--- src/uart_fc_pkg.sv ---
// Register map, field positions, reset values and state types of the serial port
package uart_fc_pkg;
    localparam int DATA_W = 32;
    localparam int ADDR_W = 4;
    localparam int SCALER_W = 12;
    localparam int CHAR_BITS = 8;
    localparam int TICKS_PER_BIT = 8;
    localparam int HALF_BIT_TICKS = 4;
    localparam int FILTER_LEN = 8;

    localparam logic [ADDR_W-1:0] CONTROL_OFS = 4'h0;
    localparam logic [ADDR_W-1:0] STATUS_OFS = 4'h4;
    localparam logic [ADDR_W-1:0] SCALER_OFS = 4'h8;
    localparam logic [ADDR_W-1:0] DATA_OFS = 4'hC;

    // Control fields
    localparam int CTL_RECEIVE_ENABLE = 0;
    localparam int CTL_TRANSMIT_ENABLE = 1;
    localparam int CTL_RECEIVE_IRQ_ENABLE = 2;
    localparam int CTL_TRANSMIT_IRQ_ENABLE = 3;
    localparam int CTL_PARITY_SELECT = 4;
    localparam int CTL_PARITY_ENABLE = 5;
    localparam int CTL_FLOW_CONTROL_ENABLE = 6;
    localparam int CTL_LOOPBACK_ENABLE = 7;
    localparam int CTL_TICK_SOURCE_SELECT = 8;
    localparam int CTL_W = 9;

    // Status fields
    localparam int STS_DATA_READY = 0;
    localparam int STS_SHIFT_EMPTY = 1;
    localparam int STS_HOLD_EMPTY = 2;
    localparam int STS_BREAK = 3;
    localparam int STS_OVERRUN = 4;
    localparam int STS_PARITY_ERROR = 5;
    localparam int STS_FRAMING_ERROR = 6;

    localparam logic [CTL_W-1:0] CONTROL_RST = 9'h000;
    localparam logic [SCALER_W-1:0] SCALER_RST = 12'h000;
    localparam logic [DATA_W-1:0] ZERO_WORD = 32'h0000_0000;

    localparam logic [1:0] RESP_OKAY = 2'h0;
    localparam logic [1:0] RESP_SLVERR = 2'h2;

    typedef enum logic [2:0] {
        TX_IDLE,
        TX_START,
        TX_DATA,
        TX_PARITY,
        TX_STOP
    } tx_state_t;

    typedef enum logic [2:0] {
        RX_IDLE,
        RX_START,
        RX_DATA,
        RX_PARITY,
        RX_STOP
    } rx_state_t;
endpackage

--- src/uart_with_flow_control.sv ---
// Serial port with flow control, noise filter and AXI4-Lite register slave
//
// Our own choices: the address map and the AXI4-Lite interface to the registers.
module uart_with_flow_control #(
    parameter int SCALER_W = uart_fc_pkg::SCALER_W
) (
    input wire logic clk_i,
    input wire logic sys_rst_i,
    input wire logic s_axi_awvalid,
    output logic s_axi_awready,
    input wire logic [uart_fc_pkg::ADDR_W-1:0] s_axi_awaddr,
    input wire logic [2:0] s_axi_awprot,
    input wire logic s_axi_wvalid,
    output logic s_axi_wready,
    input wire logic [uart_fc_pkg::DATA_W-1:0] s_axi_wdata,
    input wire logic [3:0] s_axi_wstrb,
    output logic s_axi_bvalid,
    input wire logic s_axi_bready,
    output logic [1:0] s_axi_bresp,
    input wire logic s_axi_arvalid,
    output logic s_axi_arready,
    input wire logic [uart_fc_pkg::ADDR_W-1:0] s_axi_araddr,
    input wire logic [2:0] s_axi_arprot,
    output logic s_axi_rvalid,
    input wire logic s_axi_rready,
    output logic [uart_fc_pkg::DATA_W-1:0] s_axi_rdata,
    output logic [1:0] s_axi_rresp,
    input wire logic serial_in_pin_i,
    output logic serial_out_pin_o,
    input wire logic cts_i,
    output logic rts_o,
    input wire logic ext_tick_i,
    output logic tx_irq_o,
    output logic rx_irq_o
);
    localparam int CB = uart_fc_pkg::CHAR_BITS;

    logic [uart_fc_pkg::CTL_W-1:0] port_control_reg;
    logic [SCALER_W-1:0] scaler_reload_value;
    logic [SCALER_W-1:0] scaler_count;
    logic tick;
    logic ext_tick_prev;
    logic [uart_fc_pkg::ADDR_W-1:0] wr_addr;
    logic [uart_fc_pkg::DATA_W-1:0] wr_data;
    logic [3:0] wr_strb;
    logic do_write;
    logic data_read;

    logic receive_enable, transmit_enable, parity_select, parity_enable;
    logic flow_control_enable, loopback_enable, tick_source_select;
    assign receive_enable = port_control_reg[uart_fc_pkg::CTL_RECEIVE_ENABLE];
    assign transmit_enable = port_control_reg[uart_fc_pkg::CTL_TRANSMIT_ENABLE];
    assign parity_select = port_control_reg[uart_fc_pkg::CTL_PARITY_SELECT];
    assign parity_enable = port_control_reg[uart_fc_pkg::CTL_PARITY_ENABLE];
    assign flow_control_enable = port_control_reg[uart_fc_pkg::CTL_FLOW_CONTROL_ENABLE];
    assign loopback_enable = port_control_reg[uart_fc_pkg::CTL_LOOPBACK_ENABLE];
    assign tick_source_select = port_control_reg[uart_fc_pkg::CTL_TICK_SOURCE_SELECT];

    // Transmit side
    logic [CB-1:0] tx_hold;
    logic tx_hold_full;
    logic [CB-1:0] tx_shift;
    uart_fc_pkg::tx_state_t tx_state;
    logic [2:0] tx_tick_cnt;
    logic [2:0] tx_bit_cnt;
    logic tx_line;
    logic tx_load;
    logic cts_eff;

    // Receive side
    logic [uart_fc_pkg::FILTER_LEN-1:0] filter_sr;
    logic rx_filtered;
    logic rx_prev;
    logic rx_line;
    uart_fc_pkg::rx_state_t rx_state;
    logic [2:0] rx_tick_cnt;
    logic [2:0] rx_bit_cnt;
    logic [CB-1:0] rx_shift;
    logic rx_par_bit;
    logic [CB-1:0] rx_hold;
    logic data_ready_flag, break_flag, overrun_flag, parity_error_flag, framing_error_flag;
    logic rx_done;
    logic rx_clean;
    logic set_pe, set_fe, set_br, set_ov;
    logic rts_int;

    // ---------------- AXI4-Lite slave ----------------
    assign do_write = !s_axi_awready && !s_axi_wready && !s_axi_bvalid;
    assign data_read = s_axi_arvalid && s_axi_arready && s_axi_araddr == uart_fc_pkg::DATA_OFS;

    // Address and data are latched independently, so either order works
    always_ff @(posedge clk_i or posedge sys_rst_i) begin
        if (sys_rst_i) begin
            s_axi_awready <= 1'b1;
            s_axi_wready <= 1'b1;
            s_axi_bvalid <= 1'b0;
            s_axi_bresp <= uart_fc_pkg::RESP_OKAY;
            wr_addr <= '0;
            wr_data <= uart_fc_pkg::ZERO_WORD;
            wr_strb <= 4'h0;
        end else begin
            if (s_axi_awvalid && s_axi_awready) begin
                s_axi_awready <= 1'b0;
                wr_addr <= s_axi_awaddr;
            end
            if (s_axi_wvalid && s_axi_wready) begin
                s_axi_wready <= 1'b0;
                wr_data <= s_axi_wdata;
                wr_strb <= s_axi_wstrb;
            end
            if (do_write) begin
                s_axi_bvalid <= 1'b1;
                s_axi_bresp <= (wr_addr[1:0] == 2'h0) ? uart_fc_pkg::RESP_OKAY
                                                      : uart_fc_pkg::RESP_SLVERR;
            end
            if (s_axi_bvalid && s_axi_bready) begin
                s_axi_bvalid <= 1'b0;
                s_axi_awready <= 1'b1;
                s_axi_wready <= 1'b1;
            end
        end
    end

    always_ff @(posedge clk_i or posedge sys_rst_i) begin
        if (sys_rst_i) begin
            s_axi_arready <= 1'b1;
            s_axi_rvalid <= 1'b0;
            s_axi_rdata <= uart_fc_pkg::ZERO_WORD;
            s_axi_rresp <= uart_fc_pkg::RESP_OKAY;
        end else begin
            if (s_axi_arvalid && s_axi_arready) begin
                s_axi_arready <= 1'b0;
                s_axi_rvalid <= 1'b1;
                s_axi_rresp <= uart_fc_pkg::RESP_OKAY;
                s_axi_rdata <= uart_fc_pkg::ZERO_WORD;
                case (s_axi_araddr)
                    uart_fc_pkg::CONTROL_OFS: begin
                        s_axi_rdata[uart_fc_pkg::CTL_W-1:0] <= port_control_reg;
                    end
                    uart_fc_pkg::STATUS_OFS: begin
                        s_axi_rdata[uart_fc_pkg::STS_DATA_READY] <= data_ready_flag;
                        s_axi_rdata[uart_fc_pkg::STS_SHIFT_EMPTY] <= tx_state == uart_fc_pkg::TX_IDLE;
                        s_axi_rdata[uart_fc_pkg::STS_HOLD_EMPTY] <= !tx_hold_full;
                        s_axi_rdata[uart_fc_pkg::STS_BREAK] <= break_flag;
                        s_axi_rdata[uart_fc_pkg::STS_OVERRUN] <= overrun_flag;
                        s_axi_rdata[uart_fc_pkg::STS_PARITY_ERROR] <= parity_error_flag;
                        s_axi_rdata[uart_fc_pkg::STS_FRAMING_ERROR] <= framing_error_flag;
                    end
                    uart_fc_pkg::SCALER_OFS: begin
                        s_axi_rdata[SCALER_W-1:0] <= scaler_reload_value;
                    end
                    uart_fc_pkg::DATA_OFS: begin
                        s_axi_rdata[CB-1:0] <= rx_hold;
                    end
                    default: begin
                        s_axi_rresp <= uart_fc_pkg::RESP_SLVERR;
                    end
                endcase
            end
            if (s_axi_rvalid && s_axi_rready) begin
                s_axi_rvalid <= 1'b0;
                s_axi_arready <= 1'b1;
            end
        end
    end

    // Control and scaler registers honour byte lane strobes
    always_ff @(posedge clk_i or posedge sys_rst_i) begin
        if (sys_rst_i) begin
            port_control_reg <= uart_fc_pkg::CONTROL_RST;
            scaler_reload_value <= uart_fc_pkg::SCALER_RST;
        end else if (do_write) begin
            if (wr_addr == uart_fc_pkg::CONTROL_OFS) begin
                if (wr_strb[0]) begin
                    port_control_reg[7:0] <= wr_data[7:0];
                end
                if (wr_strb[1]) begin
                    port_control_reg[8] <= wr_data[8];
                end
            end
            if (wr_addr == uart_fc_pkg::SCALER_OFS) begin
                if (wr_strb[0]) begin
                    scaler_reload_value[7:0] <= wr_data[7:0];
                end
                if (wr_strb[1]) begin
                    scaler_reload_value[SCALER_W-1:8] <= wr_data[SCALER_W-1:8];
                end
            end
        end
    end

    // ---------------- Bit tick ----------------
    always_ff @(posedge clk_i or posedge sys_rst_i) begin
        if (sys_rst_i) begin
            scaler_count <= uart_fc_pkg::SCALER_RST;
            ext_tick_prev <= 1'b0;
            tick <= 1'b0;
        end else begin
            ext_tick_prev <= ext_tick_i;
            tick <= 1'b0;
            if (tick_source_select) begin
                // Edge detect relies on phases of at least one clock
                tick <= ext_tick_i && !ext_tick_prev;
                scaler_count <= scaler_reload_value;
            end else if (transmit_enable || receive_enable) begin
                if (scaler_count == '0) begin
                    scaler_count <= scaler_reload_value;
                    tick <= 1'b1;
                end else begin
                    scaler_count <= scaler_count - 1'b1;
                end
            end else begin
                scaler_count <= scaler_reload_value;
            end
        end
    end

    // ---------------- Transmitter ----------------
    assign cts_eff = loopback_enable ? rts_int : cts_i;
    assign tx_load = tick && tx_state == uart_fc_pkg::TX_IDLE && transmit_enable && tx_hold_full
                     && (!flow_control_enable || cts_eff);

    always_ff @(posedge clk_i or posedge sys_rst_i) begin
        if (sys_rst_i) begin
            tx_hold <= '0;
            tx_hold_full <= 1'b0;
        end else begin
            if (tx_load) begin
                tx_hold_full <= 1'b0;
            end
            // A new byte overwrites an unsent one; software checks hold-empty first
            if (do_write && wr_addr == uart_fc_pkg::DATA_OFS && wr_strb[0]) begin
                tx_hold <= wr_data[CB-1:0];
                tx_hold_full <= 1'b1;
            end
        end
    end

    always_ff @(posedge clk_i or posedge sys_rst_i) begin
        if (sys_rst_i) begin
            tx_state <= uart_fc_pkg::TX_IDLE;
            tx_shift <= '0;
            tx_tick_cnt <= 3'h0;
            tx_bit_cnt <= 3'h0;
            tx_line <= 1'b1;
        end else begin
            case (tx_state)
                uart_fc_pkg::TX_IDLE: begin
                    tx_line <= 1'b1;
                    if (tx_load) begin
                        tx_shift <= tx_hold;
                        tx_line <= 1'b0;
                        tx_tick_cnt <= 3'h0;
                        tx_state <= uart_fc_pkg::TX_START;
                    end
                end
                default: begin
                    // Each bit lasts eight ticks; flow control no longer checked
                    if (tick) begin
                        tx_tick_cnt <= tx_tick_cnt + 1'b1;
                        if (tx_tick_cnt == 3'(uart_fc_pkg::TICKS_PER_BIT - 1)) begin
                            case (tx_state)
                                uart_fc_pkg::TX_START: begin
                                    tx_line <= tx_shift[0];
                                    tx_bit_cnt <= 3'h0;
                                    tx_state <= uart_fc_pkg::TX_DATA;
                                end
                                uart_fc_pkg::TX_DATA: begin
                                    if (tx_bit_cnt == 3'(CB - 1)) begin
                                        if (parity_enable) begin
                                            tx_line <= (^tx_shift) ^ !parity_select;
                                            tx_state <= uart_fc_pkg::TX_PARITY;
                                        end else begin
                                            tx_line <= 1'b1;
                                            tx_state <= uart_fc_pkg::TX_STOP;
                                        end
                                    end else begin
                                        tx_line <= tx_shift[tx_bit_cnt + 3'h1];
                                        tx_bit_cnt <= tx_bit_cnt + 1'b1;
                                    end
                                end
                                uart_fc_pkg::TX_PARITY: begin
                                    tx_line <= 1'b1;
                                    tx_state <= uart_fc_pkg::TX_STOP;
                                end
                                default: begin
                                    tx_line <= 1'b1;
                                    tx_state <= uart_fc_pkg::TX_IDLE;
                                end
                            endcase
                        end
                    end
                end
            endcase
        end
    end

    // ---------------- Receiver ----------------
    assign rx_line = loopback_enable ? tx_line : serial_in_pin_i;

    always_ff @(posedge clk_i or posedge sys_rst_i) begin
        if (sys_rst_i) begin
            filter_sr <= '1;
            rx_filtered <= 1'b1;
            rx_prev <= 1'b1;
        end else begin
            filter_sr <= {filter_sr[uart_fc_pkg::FILTER_LEN-2:0], rx_line};
            if (&filter_sr) begin
                rx_filtered <= 1'b1;
            end else if (~|filter_sr) begin
                rx_filtered <= 1'b0;
            end
            rx_prev <= rx_filtered;
        end
    end

    always_ff @(posedge clk_i or posedge sys_rst_i) begin
        if (sys_rst_i) begin
            rx_state <= uart_fc_pkg::RX_IDLE;
            rx_tick_cnt <= 3'h0;
            rx_bit_cnt <= 3'h0;
            rx_shift <= '0;
            rx_par_bit <= 1'b0;
            rx_done <= 1'b0;
        end else begin
            rx_done <= 1'b0;
            if (!receive_enable) begin
                rx_state <= uart_fc_pkg::RX_IDLE;
            end else begin
                case (rx_state)
                    uart_fc_pkg::RX_IDLE: begin
                        if (rx_prev && !rx_filtered) begin
                            rx_tick_cnt <= 3'h0;
                            rx_state <= uart_fc_pkg::RX_START;
                        end
                    end
                    uart_fc_pkg::RX_START: begin
                        if (tick) begin
                            rx_tick_cnt <= rx_tick_cnt + 1'b1;
                            if (rx_tick_cnt == 3'(uart_fc_pkg::HALF_BIT_TICKS - 1)) begin
                                rx_tick_cnt <= 3'h0;
                                rx_bit_cnt <= 3'h0;
                                // Still low at half-bit: a real start bit
                                rx_state <= rx_filtered ? uart_fc_pkg::RX_IDLE
                                                        : uart_fc_pkg::RX_DATA;
                            end
                        end
                    end
                    default: begin
                        if (tick) begin
                            rx_tick_cnt <= rx_tick_cnt + 1'b1;
                            if (rx_tick_cnt == 3'(uart_fc_pkg::TICKS_PER_BIT - 1)) begin
                                case (rx_state)
                                    uart_fc_pkg::RX_DATA: begin
                                        rx_shift <= {rx_filtered, rx_shift[CB-1:1]};
                                        rx_bit_cnt <= rx_bit_cnt + 1'b1;
                                        if (rx_bit_cnt == 3'(CB - 1)) begin
                                            rx_state <= parity_enable ? uart_fc_pkg::RX_PARITY
                                                                      : uart_fc_pkg::RX_STOP;
                                        end
                                    end
                                    uart_fc_pkg::RX_PARITY: begin
                                        rx_par_bit <= rx_filtered;
                                        rx_state <= uart_fc_pkg::RX_STOP;
                                    end
                                    default: begin
                                        rx_done <= 1'b1;
                                        rx_par_bit <= rx_par_bit;
                                        rx_state <= uart_fc_pkg::RX_IDLE;
                                    end
                                endcase
                            end
                        end
                    end
                endcase
            end
        end
    end

    // Stop bit is the filtered line at the completion cycle
    logic stop_bit;
    always_ff @(posedge clk_i or posedge sys_rst_i) begin
        if (sys_rst_i) begin
            stop_bit <= 1'b1;
        end else if (rx_state == uart_fc_pkg::RX_STOP && tick) begin
            stop_bit <= rx_filtered;
        end
    end

    assign set_pe = rx_done && parity_enable && ((^{rx_shift, rx_par_bit}) ^ !parity_select);
    assign set_fe = rx_done && !stop_bit;
    assign set_br = rx_done && !stop_bit && rx_shift == '0;
    assign set_ov = rx_done && data_ready_flag;
    assign rx_clean = rx_done && !set_pe && !set_fe && !set_ov;

    // Old unread byte is kept on overrun; the newer one is lost
    always_ff @(posedge clk_i or posedge sys_rst_i) begin
        if (sys_rst_i) begin
            rx_hold <= '0;
            data_ready_flag <= 1'b0;
        end else begin
            if (data_read) begin
                data_ready_flag <= 1'b0;
            end
            if (rx_clean) begin
                rx_hold <= rx_shift;
                data_ready_flag <= 1'b1;
            end
        end
    end

    // Write 1 clears an error flag; a new error in the same cycle wins
    always_ff @(posedge clk_i or posedge sys_rst_i) begin
        if (sys_rst_i) begin
            break_flag <= 1'b0;
            overrun_flag <= 1'b0;
            parity_error_flag <= 1'b0;
            framing_error_flag <= 1'b0;
        end else begin
            if (do_write && wr_addr == uart_fc_pkg::STATUS_OFS && wr_strb[0]) begin
                if (wr_data[uart_fc_pkg::STS_BREAK]) break_flag <= 1'b0;
                if (wr_data[uart_fc_pkg::STS_OVERRUN]) overrun_flag <= 1'b0;
                if (wr_data[uart_fc_pkg::STS_PARITY_ERROR]) parity_error_flag <= 1'b0;
                if (wr_data[uart_fc_pkg::STS_FRAMING_ERROR]) framing_error_flag <= 1'b0;
            end
            if (set_br) break_flag <= 1'b1;
            if (set_ov) overrun_flag <= 1'b1;
            if (set_pe) parity_error_flag <= 1'b1;
            if (set_fe) framing_error_flag <= 1'b1;
        end
    end

    // ---------------- Pins and interrupt requests ----------------
    assign rts_int = receive_enable && !data_ready_flag;

    always_ff @(posedge clk_i or posedge sys_rst_i) begin
        if (sys_rst_i) begin
            serial_out_pin_o <= 1'b1;
            rts_o <= 1'b0;
            tx_irq_o <= 1'b0;
            rx_irq_o <= 1'b0;
        end else begin
            serial_out_pin_o <= loopback_enable ? 1'b1 : tx_line;
            if (loopback_enable) begin
                rts_o <= flow_control_enable;
            end else begin
                rts_o <= flow_control_enable && rts_int;
            end
            tx_irq_o <= tx_load && port_control_reg[uart_fc_pkg::CTL_TRANSMIT_IRQ_ENABLE];
            rx_irq_o <= rx_done && port_control_reg[uart_fc_pkg::CTL_RECEIVE_IRQ_ENABLE];
        end
    end
endmodule // uart_with_flow_control

--- config.mk ---
export PLATFORM = sky130hd
export DESIGN_NAME = uart_with_flow_control
export DESIGN_NICKNAME = d
export VERILOG_FILES = /design/src/uart_fc_pkg.sv /design/src/uart_with_flow_control.sv
export SDC_FILE = /design/constraint.sdc
export NUM_CORES = 1
export LEC_CHECK = 0
export BUFFER_PORTS_ARGS = -buffer_cell sky130_fd_sc_hd__buf_2
export CORE_MARGIN = 2
export CORE_UTILIZATION = 43
export DETAILED_ROUTE_END_ITERATION = 8
export GPL_TIMING_DRIVEN = 1
export PLACE_DENSITY = 0.74
export REMOVE_ABC_BUFFERS = 1
export SLEW_MARGIN = 20
export SYNTH_ARGS = -nofsm -noshare
export SYNTH_HDL_FRONTEND = slang
export SYNTH_SLANG_ARGS = --single-unit
--- constraint.sdc ---
create_clock -name clk_i -period 8.4 [get_ports clk_i]
set_input_delay 2.1 -clock clk_i [delete_from_list [all_inputs] [get_ports clk_i]]
set_output_delay 2.1 -clock clk_i [all_outputs]
set_load 0.005 [all_outputs]
======== Word level (Yosys, flattened, before mapping) ========
Index checks and enable logic that the tools add are counted.
storage, ports and cells
  register bits after elaboration ......... 148
  bits of input ports ..................... 60
  output and inout port bits .............. 45
  word-level logic and storage cells ...... 276
operators by class
  $add $sub $neg .......................... 5
  magnitude comparators ................... 1
  equal/unequal tests ..................... 31
  mux-type cells .......................... 91
  bitwise logic cells ..................... 5
  reduce and logical (&&, ||, !) cells .... 98
operators by type and width
  kind                                                                  count
  3-bit 2-to-1 mux                                                      27
  1-bit 2-to-1 mux                                                      47
  2-bit nonzero test                                                    20
  12-bit 2-to-1 mux                                                     3
  1-bit logical AND                                                     31
  3-bit one-hot mux with 2 select lines                                 5
  7-bit one-hot mux with 4 select lines                                 1
  4-bit == test, second input constant                                  4
  3-bit by 2-bit == test with 1-bit output, second input constant       5
  3-bit == test, second input constant                                  5
  5-bit AND reduction                                                   3
  2-bit AND reduction                                                   7
  1-bit zero test                                                       13
  3-bit by 1-bit adder with 3-bit output, second input constant         4
  12-bit zero test                                                      1
  2-bit != test, second input constant                                  6
  3-bit != test, second input constant                                  4
  3-bit AND reduction                                                   4
  6-bit AND reduction                                                   2
  12-bit by 1-bit subtractor with 12-bit output, second input constant  1
  3-bit one-hot mux with 3 select lines                                 1
  9-bit parity                                                          1
  4-bit by 3-bit == test with 1-bit output, second input constant       2
  4-bit zero test                                                       2
  21 further kinds                                                      32

======== Logic depth before layout (Yosys ltp) ========
Gate-level depths: netlist of the first run.
  word-level depth ........................ 8
  depth in mapped cells ................... 7
  mapped depth without buffers ............ 7

======== Worst setup path before layout of the first run ========
No wires, ideal clock.
  kind .................................... in2reg
  from .................................... input port cts_i
  to ...................................... register tx_shift[0]
  library setup time ...................... 0.125 ns
  arrival time ............................ 3.336 ns
  data required time ...................... 8.275 ns
  path slack .............................. 4.940 ns
  stages on the path ...................... 4
  buffers on the path ..................... 1
  cell sequence ........................... nor2b_1 o311ai_1 buf_2 mux2_2
on the way
  cells in the longest elaborated chain, start to end .. 4
RTL lines
  item                                  RTL line                       source
  from (decl)                           uart_with_flow_control.sv:30   input wire logic cts_i,
  1-bit 2-to-1 mux                      uart_with_flow_control.sv:219  assign cts_eff = loopback_enable ? rts_int : cts_i;
  1-bit logical OR                      uart_with_flow_control.sv:221  && (!flow_control_enable || cts_eff);
  1-bit logical AND                     uart_with_flow_control.sv:221
  2-bit AND reduction (no source line)  --
  to (signal assigned)                  uart_with_flow_control.sv:251  tx_shift <= tx_hold;
  to (decl)                             uart_with_flow_control.sv:62   logic [CB-1:0] tx_shift;
No other way between the ends.
A chain may end at the register's enable or synchronous reset.

======== Worst setup path in the final report of the first run ========
  from .................................... register s_axi_wready
  to ...................................... output port s_axi_wready
RTL lines
  item                    RTL line                       source
  from (decl)             uart_with_flow_control.sv:14   output logic s_axi_wready,
  from (signal assigned)  uart_with_flow_control.sv:95   s_axi_wready <= 1'b1;
  from (signal assigned)  uart_with_flow_control.sv:107  s_axi_wready <= 1'b0;
  from (signal assigned)  uart_with_flow_control.sv:119  s_axi_wready <= 1'b1;
No word-level cell between the ends.

==> results of run 1 <==
==> how the worst min path moves through the flow <==
| stage | start | end | cells after the start |
|---|---|---|---|
| detailed placement | filter_sr[5]$_DFF_PP1_ | filter_sr[6]$_DFF_PP1_ | 0 |
| global route | filter_sr[5]$_DFF_PP1_ | filter_sr[6]$_DFF_PP1_ | 0 |
| finish | filter_sr[5]$_DFF_PP1_ | filter_sr[6]$_DFF_PP1_ | 0 |
| floorplan | filter_sr[5]$_DFF_PP1_ | filter_sr[6]$_DFF_PP1_ | 0 |
| CTS | filter_sr[5]$_DFF_PP1_ | filter_sr[6]$_DFF_PP1_ | 0 |
| global placement | filter_sr[5]$_DFF_PP1_ | filter_sr[6]$_DFF_PP1_ | 0 |
==> per-stage QoR <==
| stage | setup WS [ns] | hold slack, ns |
|---|---|---|
| after detailed placement | 4.74 | 0.358 |
| after global placement | 4.79 | 0.355 |
| final | 5.21 | 0.364 |
| after CTS | 5.19 | 0.366 |
| after global routing | 4.96 | 0.371 |
| after floorplan | 2.40 | 0.352 |
==> area by class of cell <==
| class | count | area (um^2) | share of cell area |
|---|---|---|---|
| clock buffers | 18 | 439 | 0.0572 |
| repair buffers | 57 | 293 | 0.0381 |
| inverters | 21 | 83.8 | 0.0109 |
| multi-input cells | 381 | 2820 | 0.368 |
| clock inverters | 14 | 101 | 0.0132 |
| flip-flops and latches | 146 | 3670 | 0.478 |
| well taps | 211 | 264 | 0.0344 |
==> kinds of logic (layout without fill, tap and decap cells) <==
logic type                 after synthesis  count (layout)
and+or+nand+nor                        150             150
other                                    1              22
DFF                                    146             146
buffers and inverters                   59             110
adders and majority gates               12              12
xor gates and xnor gates                24              24
muxes                                   92              92
AOI/OAI and AO/OA                       81              81
==> cell usage in the layout (no fill, tap or decap), drive strengths merged, types with 3 or more instances in the layout <==
| cell type | Yosys | layout |
|---|---|---|
| a22o | 5 | 5 |
| nand2 | 51 | 51 |
| clkbuf | 9 | 18 |
| a21o | 3 | 3 |
| buf | 29 | 57 |
| mux4 | 4 | 4 |
| xor2 | 4 | 4 |
| ha | 12 | 12 |
| nor3 | 11 | 11 |
| xnor2 | 18 | 18 |
| nand3 | 10 | 10 |
| mux2i | 10 | 10 |
| nor4 | 5 | 5 |
| nand2b | 7 | 7 |
| or4 | 3 | 3 |
| o21ai | 27 | 27 |
| inv | 21 | 26 |
| a221oi | 5 | 5 |
| and2 | 4 | 4 |
| mux2 | 78 | 78 |
| nor2 | 37 | 37 |
| nand4 | 3 | 3 |
| dfrtp | 130 | 130 |
| conb | 1 | 22 |
| nor2b | 4 | 4 |
| a211oi | 3 | 3 |
| dfstp | 16 | 16 |
| a21oi | 16 | 16 |
| o31ai | 3 | 3 |
| or3 | 5 | 5 |
| clkinv | 0 | 7 |
==> power by group through the flow <==
stage                     Sequential [W]  Combinational, W  Clock, W
after floorplan                  0.00102          0.000407         0
after global placement           0.00108          0.000498         0
after detailed placement         0.00109          0.000518         0
after CTS                        0.00108          0.000524  0.000699
after global routing             0.00111          0.000584  0.000733
final                            0.00108          0.000517  0.000686
==> per-layer routing <==
metal	GRT usage	vias up	wire (um)
li1	-	2076	-
met5	0	-	0
met2	0.271	138	6320
met1	0.228	2223	6020
met3	0.0409	24	612
met4	0.0831	0	376
==> impl_metrics.json, run 1 <==
{
  "cp-startpoint": "s_axi_wready$_DFFE_PP1P_",
  "netlist_instances": 565,
  "fmax_mhz": 314,
  "antenna_found_initial": 0,
  "synth.area.mux_share": 0.159,
  "synth_common_cells": "dfrtp_1, mux2_2, nand2_1, nor2_1, o21ai_0",
  "p_leak_nw": 3.61,
  "fin_cells": 848,
  "drtAntennaViolNets": 0,
  "cp-start-kind": "flop",
  "cp_num_buf_inv": 1,
  "dpl.hpwl_um": 9590,
  "cap_violations": 0,
  "ctsHoldBuffers": 0,
  "synth_cell_type_count": 61,
  "critPathKind": "reg2out",
  "rows": 45,
  "ctsHtreeMaxLevel": 4,
  "fin_util": 0.503,
  "fin_nets": 696,
  "yosysTopAreaCell": "dfrtp_1",
  "finalSetupViolCount": 0,
  "fin_tns_setup_ns": 0,
  "path_cells": "buf_2",
  "period_needed_ns": 3.19,
  "cp_slowest_cell": "dfstp_2",
  "yosys-top-cells-area": "dfrtp_1, mux2_2, dfstp_2",
  "fillCellCount": 1279,
  "synth_seq_cells": 146,
  "timing.final.hold_violations": 0,
  "dr.pass1.iters": 5,
  "cts_resized": 0,
  "synthAdderAreaFrac": 0.0223,
  "synth-edff-count": 0,
  "peakVddDrop_v": 0.000171,
  "synth-simple-area-share": 0.109,
  "n_antenna_cell": 0,
  "slew_violations": 0,
  "floorplan.initialDensity": 0.441,
  "gp_congestion": 0.854,
  "status": "completed",
  "die_w_um": 129,
  "layout-drive-gt1-share": 0.306,
  "dpl-instance-area_um2": 7140,
  "synth_most_common_cell": "dfrtp_1",
  "ios": 105,
  "dieArea_um2": 16700,
  "clk_path_buf_depth": 2,
  "ctsRootBufferMaster": "clkbuf_16",
  "worst-endpoint-required_ns": 6.30,
  "async_flop_share": 1.00,
  "rrSetupSlack_ns": 6.11,
  "fin_skew_ns": 0.0121,
  "fin_crit_sh": 0.379,
  "overflow": 0,
  "grt_pass1_wl_um": 22400,
  "area_growth_pct": 14.1,
  "grt_setup_unrepaired": "no",
  "drt_iter0_drc": 258,
  "clk-insertion-delay-late_ns": 0.42,
  "crit_fanout": 4,
  "die_h_um": 129,
  "total_power_w": 0.00229,
  "wl_per_cell_um": 15.7,
  "via_per_inst": 5.26,
  "critPathArrivalTime_ns": 1.09,
  "synth-xor-area-share": 0.0353,
  "p_switching_w": 0.000742,
  "synth_top_cell_area_share": 0.484,
  "clock-sinks": 146,
  "synth_top_family_by_area": "multiplexers",
  "seqPwrFrac": 0.474,
  "max_stage_delay_ns": 0.55,
  "ys.flop_type": "dfrtp_1",
  "rr_startpoint": "rx_shift[4]$_DFFE_PP0P_",
  "endpoint": "s_axi_wready",
  "vias": 4461,
  "p_sw_frac": 0.324,
  "grt_use_total": 0.173,
  "coreArea_um2": 15300,
  "finalWirelength_um": 13300,
  "comb_power_share": 0.226,
  "synth_compound_area_frac": 0.0805,
  "tightestPinTransition_ns": 0.880,
  "yosysWarnings": 0,
  "p_int_w": 0.00154,
  "min_path_type": "reg2reg",
  "synth.avg_cell_area_um2": 11.9,
  "place_inst": 816,
  "syn_area_um2": 6730,
  "yosysSeqAreaShare": 0.546,
  "grt_max_degree": 75,
  "worst-path-stages": 1,
  "cts_tree": "done",
  "cts_buffers": 17,
  "cp_top_family": "flip-flops",
  "drc": 0,
  "port_buffers": 54,
  "cts_setup_buffers": 0,
  "fin_area_um2": 7680,
  "max_slew_margin": 0.413,
  "end_kind": "output port",
  "clk_pin_slew_ns": 0.06,
  "grt_pass1_vias": 4594,
  "rr_worst_depth": 5,
  "p_per_area_nw_per_um2": 298,
  "p_clk_frac": 0.300,
  "r2r-end": "rx_hold[7]$_DFFE_PP0P_"
}
Power figures use the tool's default switching activity.
==> run 2: changes to the inputs <==
- clock period: 8.4 -> 3.3 ns (I/O delays scaled with it)
==> impl_metrics.json, run 2 (same netlist as run 1, synthesis figures left out) <==
{
  "p_sw_frac": 0.322,
  "p_int_w": 0.00405,
  "clk_pin_slew_ns": 0.06,
  "grt_setup_unrepaired": "no",
  "drc": 0,
  "floorplan.initialDensity": 0.441,
  "cp_top_family": "simple AND/OR/NAND/NOR gates",
  "clk-insertion-delay-late_ns": 0.42,
  "final_cell_mix": "dfrtp_1, mux2_2, buf_2, nand2_1, nor2_1",
  "gp_congestion": 0.884,
  "clock-sinks": 146,
  "cts_setup_buffers": 0,
  "rr_startpoint": "scaler_count[6]$_DFF_PP0_",
  "min_path_cells": 0,
  "area_growth_pct": 15.2,
  "wl_per_cell_um": 16.0,
  "p_per_area_nw_per_um2": 770,
  "worst-endpoint-required_ns": 3.55,
  "coreArea_um2": 15300,
  "max_slew_margin": 0.445,
  "via_per_inst": 5.27,
  "max_stage_delay_ns": 0.56,
  "timing.final.hold_violations": 0,
  "fin_tns_setup_ns": 0,
  "rr_worst_depth": 5,
  "fin_nets": 699,
  "path_cells": "or3_4 -> or4_4 -> o31a_1 -> nor2_1 -> a21oi_1",
  "finalWirelength_um": 13700,
  "cp_num_buf_inv": 0,
  "fin_skew_ns": 0.00861,
  "dpl-instance-area_um2": 7170,
  "hold_end": "filter_sr[6]$_DFF_PP1_",
  "slew_violations": 0,
  "ctsHoldBuffers": 0,
  "overflow": 0,
  "tightestPinTransition_ns": 0.832,
  "p_clk_frac": 0.310,
  "peakVddDrop_v": 0.000412,
  "fin_crit_sh": 0.690,
  "critPathKind": "reg2reg",
  "worst-path-stages": 5,
  "die_h_um": 129,
  "dpl.hpwl_um": 9830,
  "grt_max_degree": 90,
  "cp-startpoint": "scaler_count[6]$_DFF_PP0_",
  "rrSetupSlack_ns": 1.02,
  "finalSetupViolCount": 0,
  "status": "completed",
  "grt_pass1_vias": 4479,
  "dieArea_um2": 16700,
  "fin_area_um2": 7750,
  "die_w_um": 129,
  "clk_path_buf_depth": 2,
  "period_needed_ns": 2.28,
  "cts_tree": "done",
  "end_kind": "flop",
  "critPathArrivalTime_ns": 2.53,
  "hp-start": "filter_sr[5]$_DFF_PP1_",
  "ctsHtreeMaxLevel": 4,
  "layout_commonest_cell": "dfrtp_1",
  "drt_iter0_drc": 319,
  "n_antenna_cell": 0,
  "min_path_type": "reg2reg",
  "antenna_found_initial": 0,
  "fillCellCount": 1296,
  "drtAntennaViolNets": 0,
  "comb_power_share": 0.226,
  "fmax_mhz": 439,
  "cp-start-kind": "flop",
  "fin_util": 0.508,
  "p_leak_nw": 3.64,
  "cts_buffers": 17,
  "layout-drive-gt1-share": 0.308,
  "r2r-end": "scaler_count[2]$_DFF_PP0_",
  "vias": 4481,
  "fin_cells": 851,
  "crit_fanout": 24,
  "seqPwrFrac": 0.464,
  "dr.pass1.iters": 4,
  "cp_slowest_cell": "o31a_1",
  "ctsRootBufferMaster": "clkbuf_16",
  "hold_ws_ns": 0.361,
  "cap_violations": 0,
  "grt_use_total": 0.176,
  "port_buffers": 54,
  "ios": 105,
  "p_switching_w": 0.00192,
  "place_inst": 819,
  "rows": 45,
  "grt_pass1_wl_um": 22700,
  "cts_resized": 0
}
## run 2: layer usage
metal / GRT usage / vias to the layer above / wire, um
met1: 0.233 / 2231 / 6120
li1: - / 2088 / -
met5: 0 / - / 0
met3: 0.0479 / 13 / 677
met2: 0.286 / 149 / 6680
met4: 0.0537 / 0 / 178
## run 2: cell type report
class,instances,area (um^2),area share
multi-input combinational,381,2820,0.364
inverter,21,83.8,0.0108
sequential,146,3670,0.474
clock buffer,20,457,0.0589
timing repair buffer,60,328,0.0423
tap,211,264,0.0341
clock inverter,12,120,0.0155
## run 2: stage by stage
step	power (W)	worst slack [ns]
after floorplan	0.00364	-1.42
after global placement	0.00402	0.957
final	0.00597	1.02
after CTS	0.00600	1.03
after global routing	0.00631	0.928
after detailed placement	0.00413	0.963
## run 2: how the worst max path moves through the flow
stage	slack, ns	to
after floorplan	-1.42	break_flag$_DFFE_PP0P_
after global placement	0.96	tx_shift[4]$_DFFE_PP0P_
after detailed placement	0.96	tx_shift[4]$_DFFE_PP0P_
after CTS	1.03	scaler_count[2]$_DFF_PP0_
after global routing	0.93	scaler_count[2]$_DFF_PP0_
final	1.02	scaler_count[2]$_DFF_PP0_
## run 2: power groups by stage
stage	sequential (W)	combinational [W]	clock (W)
detailed placement	0.00279	0.00134	0
global route	0.00284	0.00151	0.00196
CTS	0.00276	0.00136	0.00188
floorplan	0.00260	0.00104	0
finish	0.00277	0.00135	0.00185
global placement	0.00274	0.00128	0
==> run 3: changes to the inputs <==
- ABC_AREA: default -> 1
- clock period: 3.3 -> 2.2 ns (I/O delays scaled with it)
==> impl_metrics.json, run 3 <==
{
  "clock-sinks": 146,
  "finalSetupViolCount": 0,
  "netlist_instances": 842,
  "path_cells": "nor2_1 -> nand2_1 -> inv_1 -> nand4_1 -> nand2_1 -> mux2_2",
  "grt_use_total": 0.186,
  "met3WireLength_um": 681,
  "setup_ws_ns": 0.418,
  "max_slew_margin": 0.664,
  "cts_setup_buffers": 0,
  "drtAntennaViolNets": 0,
  "fmax_mhz": 561,
  "dieArea_um2": 17400,
  "ios": 105,
  "syn_area_um2": 7040,
  "rows": 46,
  "die_h_um": 132,
  "critPathArrivalTime_ns": 2.10,
  "top_layer": "met4",
  "fin_nets": 978,
  "synth_top_cell_area_share": 0.462,
  "final_cell_mix": "nand2_1, dfrtp_1, inv_1, o21ai_0, nor2_1",
  "finalWirelength_um": 15400,
  "synth_seq_cells": 146,
  "p_per_area_nw_per_um2": 1160,
  "timing.final.hold_violations": 0,
  "worst-endpoint-required_ns": 2.52,
  "slew_violations": 0,
  "met1_length_um": 6890,
  "grt_max_degree": 67,
  "cts_buffers": 17,
  "area_growth_pct": 14.5,
  "synth_most_common_cell": "nand2_1",
  "n_antenna_cell": 0,
  "layout_commonest_cell": "nand2_1",
  "synth.avg_cell_area_um2": 8.36,
  "fin_skew_ns": 0.00827,
  "synth_cell_type_count": 46,
  "yosysTopAreaCell": "dfrtp_1",
  "tightestPinTransition_ns": 0.503,
  "end_kind": "flop",
  "p_leak_nw": 4.05,
  "vias": 5596,
  "clk_pin_slew_ns": 0.06,
  "status": "completed",
  "cp_num_buf_inv": 1,
  "via_per_inst": 4.93,
  "antenna_found_initial": 0,
  "clk_path_buf_depth": 2,
  "ys.flop_type": "dfrtp_1",
  "dp_slack_ns": 0.345,
  "layout-drive-gt1-share": 0.150,
  "wl_met2_um": 7370,
  "max_stage_delay_ns": 0.40,
  "dr.pass1.iters": 5,
  "total_power_w": 0.00938,
  "clk-insertion-delay-late_ns": 0.43,
  "crit_fanout": 16,
  "ctsHtreeMaxLevel": 4,
  "port_buffers": 54,
  "critPathKind": "reg2reg",
  "cts_tree": "done",
  "gp_congestion": 0.845,
  "die_w_um": 132,
  "grt_pass1_wl_um": 25800,
  "dpl-instance-area_um2": 7490,
  "ctsHoldBuffers": 0,
  "synth_common_cells": "nand2_1, dfrtp_1, inv_1, o21ai_0, nor2_1",
  "min_path_type": "in2async",
  "grt_pass1_vias": 5464,
  "yosysWarnings": 0,
  "cap_violations": 0,
  "floorplan.initialDensity": 0.441,
  "ctsRootBufferMaster": "clkbuf_16",
  "drt_iter0_drc": 458,
  "peakVddDrop_v": 0.000680,
  "yosysSeqAreaShare": 0.522,
  "async_flop_share": 1.00,
  "cp_top_family": "simple AND/OR/NAND/NOR gates",
  "fin_util": 0.505,
  "grt_setup_unrepaired": "no",
  "fin_tns_setup_ns": 0,
  "fin_area_um2": 8060,
  "synth-edff-count": 0,
  "cp_slowest_cell": "dfrtp_1",
  "dpl.hpwl_um": 11100,
  "coreArea_um2": 15900,
  "yosys-top-cells-area": "dfrtp_1, nand2_1, dfstp_2",
  "drc": 0,
  "cp-start-kind": "flop",
  "overflow": 0,
  "wl_per_cell_um": 13.6,
  "cp_common_cell": "nand2_1",
  "period_needed_ns": 1.78,
  "cts_resized": 0,
  "fin_crit_sh": 0.810
}
==> run 3: cell count changes after synthesis, sizes merged, moves of 10 or more <==
cell   change
xnor2     -16
mux2      -69
nand2    +204
nand3     +28
o21ai     +68
mux2i     -10
nor2      +26
inv       +90
==> run 3: path summary, 6_finish.rpt <==
kind                                      startpoint                        end  slack (ns)  depth (start not counted)
max                        scaler_count[4]$_DFF_PP0_  scaler_count[5]$_DFF_PP0_        0.42                          6
min reg2reg                  rx_filtered$_DFFE_PP1P_          rx_prev$_DFF_PP1_        0.37                          0
min                                        sys_rst_i     wr_addr[1]$_DFFE_PP0P_        0.10                          2
min in group clk_i                        ext_tick_i    ext_tick_prev$_DFF_PP0_        0.24                          1
max reg2reg                scaler_count[4]$_DFF_PP0_  scaler_count[5]$_DFF_PP0_        0.42                          6
max in group asynchronous                  sys_rst_i        tx_line$_DFFE_PP1P_        1.39                          3
==> run 3: final cells by class <==
cell class | count | area, um^2
clock inverter | 13 | 135
tap | 216 | 270
timing repair buffer | 61 | 348
fill | 1491 | 7880
multi-input combinational | 568 | 2770
clock buffer | 19 | 433
sequential | 146 | 3670
inverter | 112 | 425
==> run 3: stage by stage <==
step	hold slack, ns	instances
after global routing	0.127	1135
after detailed placement	0.364	1103
after global placement	0.364	1103
after CTS	0.113	1135
final	0.104	1135
after floorplan	0.359	826
==> run 3: power breakdown <==
group / internal (W) / switching, W / total (W)
Combinational: 0.000921 / 0.00155 / 0.00247
Sequential: 0.00352 / 0.000599 / 0.00412
Clock: 0.00166 / 0.00113 / 0.00279
==> run 3: logic make-up after synthesis <==
kind of cell / synth area share
other: 0.000533
buffers and inverters: 0.0951
AO/OA/AOI/OAI: 0.110
XOR/XNOR: 0.0112
adder cells (fa/ha/maj): 0.0213
multiplexers: 0.0144
AND/OR/NAND/NOR: 0.225
flip-flops: 0.522
==> run 3: metal layers <==
layer / global-route usage / vias to the layer above
li1: - / 2775
met1: 0.235 / 2662
met2: 0.304 / 121
met3: 0.0427 / 38
met4: 0.0851 / 0
met5: 0 / -
